==> config.mk <==
export PLATFORM = sky130hd
export DESIGN_NAME = cais_adapter
export DESIGN_NICKNAME = d
export VERILOG_FILES = /design/src/verilog/cais_pkg.sv /design/src/verilog/cais_sync.sv /design/src/verilog/cais_match.sv /design/src/verilog/cais_adapter.sv
export SDC_FILE = /design/constraint.sdc
export NUM_CORES = 1
export LEC_CHECK = 0
export BUFFER_PORTS_ARGS = -buffer_cell sky130_fd_sc_hd__buf_2
export CAP_MARGIN = 10
export CORE_MARGIN = 8
export CORE_UTILIZATION = 55
export DETAILED_ROUTE_END_ITERATION = 8
export GPL_TIMING_DRIVEN = 0
export PLACE_DENSITY_LB_ADDON = 0.2
export RECOVER_POWER = 100
export SLEW_MARGIN = 40
export SYNTH_ARGS = -nofsm -noshare
export SYNTH_HDL_FRONTEND = slang
export SYNTH_SLANG_ARGS = --single-unit
==> constraint.sdc <==
create_clock -name clk -period 5.8 [get_ports clk]
set_input_delay 0.58 -clock clk [delete_from_list [all_inputs] [get_ports clk]]
set_output_delay 0.58 -clock clk [all_outputs]
set_load 0.02 [all_outputs]
==> src/verilog/cais_pkg.sv <==
// Purpose: Shared constants and types for the channel adapter initial selection block
// Assumes: One 25 MHz clock; channel pins arrive asynchronous and are synchronised
// Notes: Status bits follow the usual channel status byte layout
//
// What this block does
// - No cycle stealing; every data burst passes through program-visible registers.
// - At most four bytes move per burst; program arms before and acknowledges after.
// - Native or emulated mode is chosen by the program's asynchronous control bit.
// - Native mode answers one address per interface and is forced during boot load.
// - Emulated mode answers a range of addresses, one per communication line.
// - With interface enabled, bus-out address is compared during initial selection.
// - Native address comes from an 8-bit jumper strap, any value 0 to 255.
// - Dual interface: each interface has its own native address strap.
// - Lowest emulated address is 0 or a multiple of 16, up to 240.
// - Highest emulated address exceeds lowest and ends in binary 11.
// - Both interfaces share one emulated address range.
// - Hard stop: addresses ignored, select passed on, enabled indicator stays lit.
// - A command byte with good bus-out parity is accepted, except No-op, emulated Test I/O, or under a pending reject or stacked native status.
// - Initial status is zero for good parity, no No-op, and no pending reject or stacked native status.
// - After initial status of an accepted command, raise initial level 3 request.
// - Program-rejected commands present channel end, unit finished and error status.
// - Address and command bytes of initial selection are held for program reads.

package cais_pkg;

    // ==========================================================
    // Command and status encodings
    localparam logic [7:0] CMD_TEST_IO = 8'h00;
    localparam logic [7:0] CMD_NOOP = 8'h03;
    localparam logic [7:0] ST_ZERO = 8'h00;
    localparam logic [7:0] ST_CHAN_END = 8'h08;
    localparam logic [7:0] ST_UNIT_FINISHED = 8'h04;
    localparam logic [7:0] ST_ERROR = 8'h02;

    // ==========================================================
    // Address range and burst size constraints
    localparam int EMU_LOW_ZERO_BITS = 4;
    localparam int EMU_HIGH_ONE_BITS = 2;
    localparam int MAX_BURST_BYTES = 4;

    // ==========================================================
    // Carriers
    typedef struct packed {
        logic operational;
        logic select;
        logic address;
        logic command;
        logic service;
    } cais_tags_out_t;

    typedef struct packed {
        logic operational;
        logic select_pass;
        logic address;
        logic status;
        logic service;
        logic request;
    } cais_tags_in_t;

    typedef struct packed {
        logic [7:0] dev_addr;
        logic [7:0] command;
    } cais_isel_t;

    typedef struct packed {
        logic selection;
        logic bus_out_check;
        logic stack_cleared;
        logic emulated_hit;
    } cais_cause_t;

endpackage : cais_pkg

==> src/verilog/cais_sync.sv <==
// Purpose: Two-stage synchroniser for asynchronous channel pins
// Assumes: Inputs are levels held long enough to be sampled
// Notes: First stage is read only by the second stage
`timescale 1ns/10ps
`default_nettype none

module cais_sync #(
    parameter int WIDTH = 1
) (
    input wire logic clk,
    input wire logic nrst,
    input wire logic [WIDTH-1:0] d,
    output logic [WIDTH-1:0] q
);

    logic [WIDTH-1:0] meta_r;

    always_ff @(posedge clk or negedge nrst) begin
        if (!nrst) begin
            meta_r <= '0;
            q <= '0;
        end else begin
            meta_r <= d;
            q <= meta_r;
        end
    end

endmodule : cais_sync

`default_nettype wire

==> src/verilog/cais_match.sv <==
// Purpose: Address compare for one channel interface
// Assumes: Strap values are stable after capture
// Notes: An invalid emulated range never matches
`timescale 1ns/10ps
`default_nettype none

module cais_match (
    input wire logic [7:0] dev_addr,
    input wire logic [7:0] native_addr,
    input wire logic [7:0] emu_low,
    input wire logic [7:0] emu_high,
    input wire logic emulated_mode,
    output logic hit_native,
    output logic hit_emulated
);

    logic range_ok;

    // Low on a 16 boundary, high one below a multiple of 4, high above low
    assign range_ok = (emu_low[cais_pkg::EMU_LOW_ZERO_BITS-1:0] == '0)
        && (&emu_high[cais_pkg::EMU_HIGH_ONE_BITS-1:0])
        && (emu_high > emu_low);
    assign hit_native = !emulated_mode && (dev_addr == native_addr);
    assign hit_emulated = emulated_mode && range_ok
        && (dev_addr >= emu_low) && (dev_addr <= emu_high);

endmodule : cais_match

`default_nettype wire

==> src/verilog/cais_adapter.sv <==
// Purpose: Initial selection front end of a host channel adapter
// Assumes: Channel pins asynchronous; program-side ports on clk
// Notes: Data bursts are armed and drained by the program, never by cycle stealing
`timescale 1ns/10ps
`default_nettype none

module cais_adapter #(
    parameter int MAX_BURST = cais_pkg::MAX_BURST_BYTES
) (
    input wire logic clk,
    input wire logic nrst,
    // Channel side
    input wire cais_pkg::cais_tags_out_t tags_out,
    input wire logic [7:0] bus_out,
    input wire logic bus_out_par,
    output cais_pkg::cais_tags_in_t tags_in,
    output logic [7:0] bus_in,
    output logic bus_in_par,
    // Straps
    input wire logic [7:0] native_addr_a,
    input wire logic [7:0] native_addr_b,
    input wire logic [7:0] emu_low,
    input wire logic [7:0] emu_high,
    input wire logic dual_intf,
    input wire logic intf_b_active,
    // Controls
    input wire logic intf_enable,
    input wire logic hard_stop,
    input wire logic boot_load,
    input wire logic emulated_subchannel_mode,
    output logic intf_enabled_lamp,
    output logic native_subchannel_mode,
    // Program side
    input wire logic prog_init_ack,
    input wire logic prog_reject,
    input wire logic prog_stack_status,
    input wire logic [7:0] prog_native_status,
    input wire logic prog_burst_arm,
    input wire logic [2:0] prog_burst_count,
    input wire logic [31:0] prog_out_data,
    input wire logic prog_data_ack,
    output cais_pkg::cais_isel_t isel_reg,
    output cais_pkg::cais_cause_t init_cause,
    output logic init_l3_req,
    output logic data_l3_req,
    output logic [31:0] prog_in_data,
    output logic [2:0] burst_done_count
);

    // ==========================================================
    // Parameter check
    if (MAX_BURST < 1 || MAX_BURST > cais_pkg::MAX_BURST_BYTES) begin : g_bad_burst
        $error("MAX_BURST must be 1 to 4");
    end

    typedef enum logic [3:0] {
        S_IDLE, S_ADDR, S_CMD_END, S_STATUS, S_STATUS_END, S_DATA, S_DATA_END, S_PASS
    } cais_state_t;

    // ==========================================================
    // Synchronised channel inputs
    cais_pkg::cais_tags_out_t tags_s;
    logic [7:0] bus_s;
    logic par_s;

    cais_sync #(.WIDTH(14)) u_sync (
        .clk(clk),
        .nrst(nrst),
        .d({tags_out, bus_out, bus_out_par}),
        .q({tags_s, bus_s, par_s})
    );

    // ==========================================================
    // Strap capture after reset release
    logic strap_done_r;
    logic [7:0] nat_a_r;
    logic [7:0] nat_b_r;
    logic [7:0] emu_low_r;
    logic [7:0] emu_high_r;

    always_ff @(posedge clk or negedge nrst) begin
        if (!nrst) begin
            strap_done_r <= 1'b0;
            nat_a_r <= 8'h00;
            nat_b_r <= 8'h00;
            emu_low_r <= 8'h00;
            emu_high_r <= 8'h00;
        end else if (!strap_done_r) begin
            strap_done_r <= 1'b1;
            nat_a_r <= native_addr_a;
            nat_b_r <= native_addr_b;
            emu_low_r <= emu_low;
            emu_high_r <= emu_high;
        end
    end

    // ==========================================================
    // Address match, one per interface
    logic emu_mode;
    logic hit_nat_a;
    logic hit_emu_a;
    logic hit_nat_b;
    logic hit_emu_b;
    logic use_b;
    logic hit_nat;
    logic hit_emu;
    logic enabled;

    assign emu_mode = emulated_subchannel_mode && !boot_load;
    assign native_subchannel_mode = !emu_mode;
    assign use_b = dual_intf && intf_b_active;

    cais_match u_match_a (
        .dev_addr(bus_s),
        .native_addr(nat_a_r),
        .emu_low(emu_low_r),
        .emu_high(emu_high_r),
        .emulated_mode(emu_mode),
        .hit_native(hit_nat_a),
        .hit_emulated(hit_emu_a)
    );

    // Same emulated straps feed both interfaces
    cais_match u_match_b (
        .dev_addr(bus_s),
        .native_addr(nat_b_r),
        .emu_low(emu_low_r),
        .emu_high(emu_high_r),
        .emulated_mode(emu_mode),
        .hit_native(hit_nat_b),
        .hit_emulated(hit_emu_b)
    );

    assign hit_nat = use_b ? hit_nat_b : hit_nat_a;
    assign hit_emu = use_b ? hit_emu_b : hit_emu_a;
    assign enabled = intf_enable && !hard_stop && strap_done_r;
    assign intf_enabled_lamp = intf_enable;

    // ==========================================================
    // Selection sequencer
    cais_state_t state_r;
    logic par_ok;
    logic cmd_taken;
    logic accepted_r;
    logic emu_hit_r;
    logic stacked_r;
    logic reject_pend_r;
    logic [7:0] status_nxt;
    logic [2:0] burst_len_r;
    logic armed_r;
    logic [31:0] out_buf_r;

    assign par_ok = ^{bus_s, par_s};
    assign cmd_taken = (state_r == S_ADDR) && tags_s.command;

    // Initial status choice
    always_comb begin
        status_nxt = cais_pkg::ST_ZERO;
        if (!par_ok) begin
            status_nxt = cais_pkg::ST_ERROR;
        end else if (reject_pend_r) begin
            status_nxt = cais_pkg::ST_CHAN_END | cais_pkg::ST_UNIT_FINISHED
                | cais_pkg::ST_ERROR;
        end else if (stacked_r && !emu_hit_r) begin
            status_nxt = prog_native_status;
        end else if (bus_s == cais_pkg::CMD_NOOP) begin
            status_nxt = cais_pkg::ST_CHAN_END | cais_pkg::ST_UNIT_FINISHED;
        end
    end

    always_ff @(posedge clk or negedge nrst) begin
        if (!nrst) begin
            state_r <= S_IDLE;
        end else if (!tags_s.operational && state_r != S_IDLE) begin
            state_r <= S_IDLE;
        end else begin
            case (state_r)
                S_IDLE: begin
                    if (tags_s.select && tags_s.address && enabled && (hit_nat || hit_emu)) begin
                        state_r <= S_ADDR;
                    end else if (tags_s.select) begin
                        state_r <= S_PASS;
                    end
                end
                S_PASS: begin
                    if (!tags_s.select) begin
                        state_r <= S_IDLE;
                    end
                end
                S_ADDR: begin
                    if (tags_s.command) begin
                        state_r <= S_CMD_END;
                    end
                end
                S_CMD_END: begin
                    if (!tags_s.command) begin
                        state_r <= S_STATUS;
                    end
                end
                S_STATUS: begin
                    if (tags_s.service) begin
                        state_r <= S_STATUS_END;
                    end
                end
                S_STATUS_END: begin
                    if (!tags_s.service) begin
                        state_r <= (accepted_r && armed_r) ? S_DATA : S_IDLE;
                    end
                end
                S_DATA: begin
                    if (tags_s.service) begin
                        state_r <= S_DATA_END;
                    end
                end
                S_DATA_END: begin
                    if (!tags_s.service) begin
                        state_r <= (burst_done_count + 3'd1 >= burst_len_r) ? S_IDLE : S_DATA;
                    end
                end
                default: begin
                    state_r <= S_IDLE;
                end
            endcase
        end
    end

    // Address and command capture, status byte, acceptance
    always_ff @(posedge clk or negedge nrst) begin
        if (!nrst) begin
            isel_reg <= '0;
            emu_hit_r <= 1'b0;
            accepted_r <= 1'b0;
            bus_in <= 8'h00;
        end else if (state_r == S_IDLE && tags_s.select && tags_s.address && enabled
                && (hit_nat || hit_emu)) begin
            isel_reg.dev_addr <= bus_s;
            emu_hit_r <= hit_emu;
            bus_in <= bus_s;
        end else if (cmd_taken) begin
            isel_reg.command <= bus_s;
            bus_in <= status_nxt;
            accepted_r <= par_ok && !reject_pend_r && !(stacked_r && !emu_hit_r)
                && (bus_s != cais_pkg::CMD_NOOP)
                && !(emu_hit_r && bus_s == cais_pkg::CMD_TEST_IO);
        end else if (state_r == S_DATA) begin
            bus_in <= out_buf_r[8*burst_done_count +: 8];
        end
    end

    assign bus_in_par = ~^bus_in;

    // Stacked native status and pending reject
    always_ff @(posedge clk or negedge nrst) begin
        if (!nrst) begin
            stacked_r <= 1'b0;
            reject_pend_r <= 1'b0;
        end else begin
            if (prog_stack_status) begin
                stacked_r <= 1'b1;
            end else if (cmd_taken && !emu_hit_r) begin
                stacked_r <= 1'b0;
            end
            if (prog_reject) begin
                reject_pend_r <= 1'b1;
            end else if (cmd_taken) begin
                reject_pend_r <= 1'b0;
            end
        end
    end

    // Initial selection level 3 request; a new event wins over the acknowledge
    logic init_set;
    assign init_set = (state_r == S_STATUS_END) && !tags_s.service && accepted_r;

    always_ff @(posedge clk or negedge nrst) begin
        if (!nrst) begin
            init_l3_req <= 1'b0;
            init_cause <= '0;
        end else if (init_set || (cmd_taken && !par_ok)) begin
            init_l3_req <= 1'b1;
            init_cause.selection <= init_set;
            init_cause.bus_out_check <= !par_ok;
            init_cause.stack_cleared <= stacked_r && !emu_hit_r;
            init_cause.emulated_hit <= emu_hit_r;
        end else if (prog_init_ack) begin
            init_l3_req <= 1'b0;
            init_cause <= '0;
        end
    end

    // ==========================================================
    // Program-driven data burst
    always_ff @(posedge clk or negedge nrst) begin
        if (!nrst) begin
            armed_r <= 1'b0;
            burst_len_r <= 3'd0;
            out_buf_r <= 32'h0000_0000;
        end else if (prog_burst_arm && !armed_r) begin
            armed_r <= (prog_burst_count != 3'd0);
            burst_len_r <= (prog_burst_count > 3'(MAX_BURST)) ? 3'(MAX_BURST) : prog_burst_count;
            out_buf_r <= prog_out_data;
        end else if (state_r == S_DATA_END && !tags_s.service
                && burst_done_count + 3'd1 >= burst_len_r) begin
            armed_r <= 1'b0;
        end
    end

    always_ff @(posedge clk or negedge nrst) begin
        if (!nrst) begin
            burst_done_count <= 3'd0;
            prog_in_data <= 32'h0000_0000;
        end else if (prog_burst_arm && !armed_r) begin
            burst_done_count <= 3'd0;
        end else if (state_r == S_DATA && tags_s.service) begin
            prog_in_data[8*burst_done_count +: 8] <= bus_s;
        end else if (state_r == S_DATA_END && !tags_s.service) begin
            burst_done_count <= burst_done_count + 3'd1;
        end
    end

    always_ff @(posedge clk or negedge nrst) begin
        if (!nrst) begin
            data_l3_req <= 1'b0;
        end else if (state_r == S_DATA_END && !tags_s.service
                && burst_done_count + 3'd1 >= burst_len_r) begin
            data_l3_req <= 1'b1;
        end else if (prog_data_ack) begin
            data_l3_req <= 1'b0;
        end
    end

    // ==========================================================
    // Inbound tags
    always_comb begin
        tags_in = '0;
        tags_in.operational = (state_r != S_IDLE) && (state_r != S_PASS);
        tags_in.select_pass = (state_r == S_PASS);
        tags_in.address = (state_r == S_ADDR);
        tags_in.status = (state_r == S_STATUS);
        tags_in.service = (state_r == S_DATA);
        tags_in.request = reject_pend_r || stacked_r;
    end
endmodule : cais_adapter

`default_nettype wire

==> results.md <==
- Hold depth: 1
- Crit path buf inv count: 3
- Slew HR: -5.58%
- Wire length per cell: 17.4 um
- WS Path Type: reg -> reg
- Peak Freq: approximately 0.26 GHz
- Worst skew pair latency: ~0.42 ns
- Chip Width: between 100 and 150 um
- Initial antenna violation count: 0
- Fin crit share: between 60% and 70%
- CORE AREA: ~14000 sq um
- Worst slew pin tran: around 1.6 ns
- Highest-delay cell along the critical path: nor4_1
- Vias in the first global route: approximately 6000
- Remaining Overflow, GRT: 0
- CP startpoint: burst_done_count[0]$_DFFE_PN0P_
- EDFF count, synth: 0
- Std-Cell Rows: 44
- Port Buffer Count: 175
- P_leak: approximately 4.5 nW
- Startpoint Class: register
- Post-route DRC: 0
- Clock-pin slew on the worst setup and hold paths: around 0.060 ns
- Reg2reg setup slack: between 1.5 and 2 ns
- Synth top area share: 53.5%
- Worst Setup EP: prog_in_data[5]$_DFFE_PN0P_
- Synth unique cells: 52
- Share of cells above drive strength 1: 19.5%
- Post-route setup TNS: 0 ns
- Initial Utilization: approximately 55%
- Initial DRC count: approximately 350
- RSZ-0062 raised after global routing: false
- Top Family by Delay on Critical Path: simple AND/OR/NAND/NOR gates
- Syn Std Cell Area: between 7000 and 8000 sq um
- Post-DP Area: 9100 sq um
- DR vias/cell: about 5.3
- Syn_nets: ~900
- Peak VDD IR: ~0.22 mV
- Hold Vio Cnt, Final: 0
- Crit path largest cell delay: 1.19 ns
- Largest net degree at the start of global routing: 77
- Max_cap viols: 1
- Clock skew: between 0.007 and 0.008 ns
- CTS tree: done
- DIE AREA: approximately 18000 sq um
- Critical Path Sink Type: register
- Post-route cell area: about 9500 sq um
- PostCTS Resize Cnt: 0
- Top post-synthesis cells by area: dfrtp_1 (53%), nand2_1 (8.8%), mux2_2 (6.5%)
- First-pass GRT wire length: approximately 32000 um
- Most used DFF post-synth: dfrtp_1
- Reg2Reg Depth: 8
- RD Place Congestion: between 0.8 and 0.9
- H-tree Lvls: 4
- CP Max Fanout: 10
- Drt total wl: 20100 um
- Hold Crit Class: in -> reg
- CTS Buffer Depth: 2
- # diodes: 0
- Power per cell area: between 400 and 500 nW/um^2
- Total global-route track usage: 22.3%
- Die Y: about 140 um
- Power, Total: around 3.9 mW
- Clock Root Buffer: clkbuf_16
- Reg2reg start: burst_done_count[0]$_DFFE_PN0P_
- Num Clock Sinks: 169
- WP depth: 8
- Area growth syn-to-layout: 20.4%
- Yosys top cell by area: dfrtp_1
- Post-Synthesis Cells: 764
- Slew Limit Fails: 9
- Most numerous cell in the Yosys netlist: nand2_1
- Antenna violation net count after detailed routing: 0
- Status: finished, violations left
- Tmin final: 3.87 ns
- Post-CTS setup buffer count: 0
- YS warnings: 0
- Final net count: 1096
- Failing checks: max-capacitance violations, max-slew violations
- TritonCTS Buffers: 17
- Synthesized area per cell: roughly 10 sq um
- Reg2reg end: prog_in_data[5]$_DFFE_PN0P_
- First drt pass iteration count: 5
- Part of the Yosys area used for sequential elements: a little over half
- WP data arrival: ~4.2 ns
- Endpoints failing setup: 0
- CP required: ~6.1 ns
- Post-synth top cells: nand2_1 (186), dfrtp_1 (169), o21ai_0 (53), mux2_2 (46), ha_1 (33)
- Via Count: between 6000 and 7000
- Yosys reg bits: between 150 and 200
- HP Start: bus_out[7]
- Critical-path cell list: clkbuf_1, inv_1, ha_1, ha_1, inv_1, nand3_1, nor4_1, mux2_2
- Top-Level Pins: ~180
- Detailed Place HPWL: around 15000 um
- Synth async-reset ratio: 100%
## stage by stage
step / worst slack (ns) / util (%) / hold WS (ns) / cells
final: 1.93 / 66.5 / 0.260 / 1156
after detailed placement: 2.38 / 63.5 / 0.335 / 1125
after global routing: 1.60 / 66.5 / 0.249 / 1156
after CTS: 2.30 / 67.5 / 0.242 / 1156
after global placement: 1.55 / 63.0 / 0.332 / 1123
after floorplan: 2.90 / - / 0.284 / 764
## cell type report
| type | instances | area [sq um] |
|---|---|---|
| Tap cell | 184 | 230 |
| Timing Repair Buffer | 178 | 847 |
| Multi-Input combinational cell | 524 | 3380 |
| Clock buffer | 22 | 464 |
| Buffer | 40 | 156 |
| Inverter | 31 | 116 |
| Fill cell | 1217 | 4790 |
| Sequential cell | 169 | 4230 |
| Clock inverter | 8 | 97.6 |
## power breakdown
group	leakage, nW	internal (mW)	switching, mW	total (mW)
Combinational	2.12	0.494	0.772	1.27
Clock	0.268	0.649	0.439	1.09
Sequential	2.12	1.42	0.171	1.59
## timing repair
item,4_1_cts,5_1_grt
hold buffers,1,0
hold endpoints to repair,18,0
endpoints found under the setup margin,0,0
## per-layer routing
metal  part of all wire (%)  GRT usage (%)  routed length (um)
met5                      0              0                   0
met4                    2.2           8.54                 450
met3                    7.0           5.62                1410
met2                     48           36.0                9690
met1                     43           28.3                8570
## how the worst min path moves through the flow
stage | end | slack (ns)
after CTS | u_sync.meta_r[8]$_DFF_PN0_ | 0.24
final | u_sync.meta_r[8]$_DFF_PN0_ | 0.26
after floorplan | accepted_r$_DFFE_PN0P_ | 0.28
after global placement | u_sync.q[8]$_DFF_PN0_ | 0.33
after detailed placement | u_sync.q[4]$_DFF_PN0_ | 0.33
after global routing | u_sync.meta_r[3]$_DFF_PN0_ | 0.25
## kinds of logic after synthesis
kind of cell / count (synthesis) / synth area share, %
AOI/OAI and AO/OA: 114 / 8.46
xor gates and xnor gates: 24 / 2.83
adders and majority gates: 33 / 5.22
buffers and inverters: 71 / 3.64
DFF: 169 / 53.5
muxes: 66 / 10.5
other: 1 / 0.0474
and+or+nand+nor: 286 / 15.8
## layout by cell type (no fill, tap or decap), types with 2 or more instances in the layout
master	instances
clkbuf_16	17
a21oi_1	23
xor2_1	3
clkbuf_8	2
mux4_2	8
nor4_1	5
buf_16	2
a22oi_1	3
nor2_1	26
dfrtp_1	169
o21ai_0	54
mux2_2	46
nand3b_1	4
xnor2_1	20
a31oi_1	3
nand3_1	20
bufinv_16	2
buf_2	102
nand4_1	7
a22o_1	3
a211oi_1	8
mux2_1	3
nor3b_1	2
a21o_1	5
mux2i_1	9
nand2_1	186
ha_1	33
o22ai_1	3
o211ai_1	4
nand2b_1	8
clkbuf_1	114
nor2b_1	12
inv_1	31
clkinvlp_4	3
clkinv_2	3
nor3_1	7
Note: power is estimated with default switching activity, not from simulation.
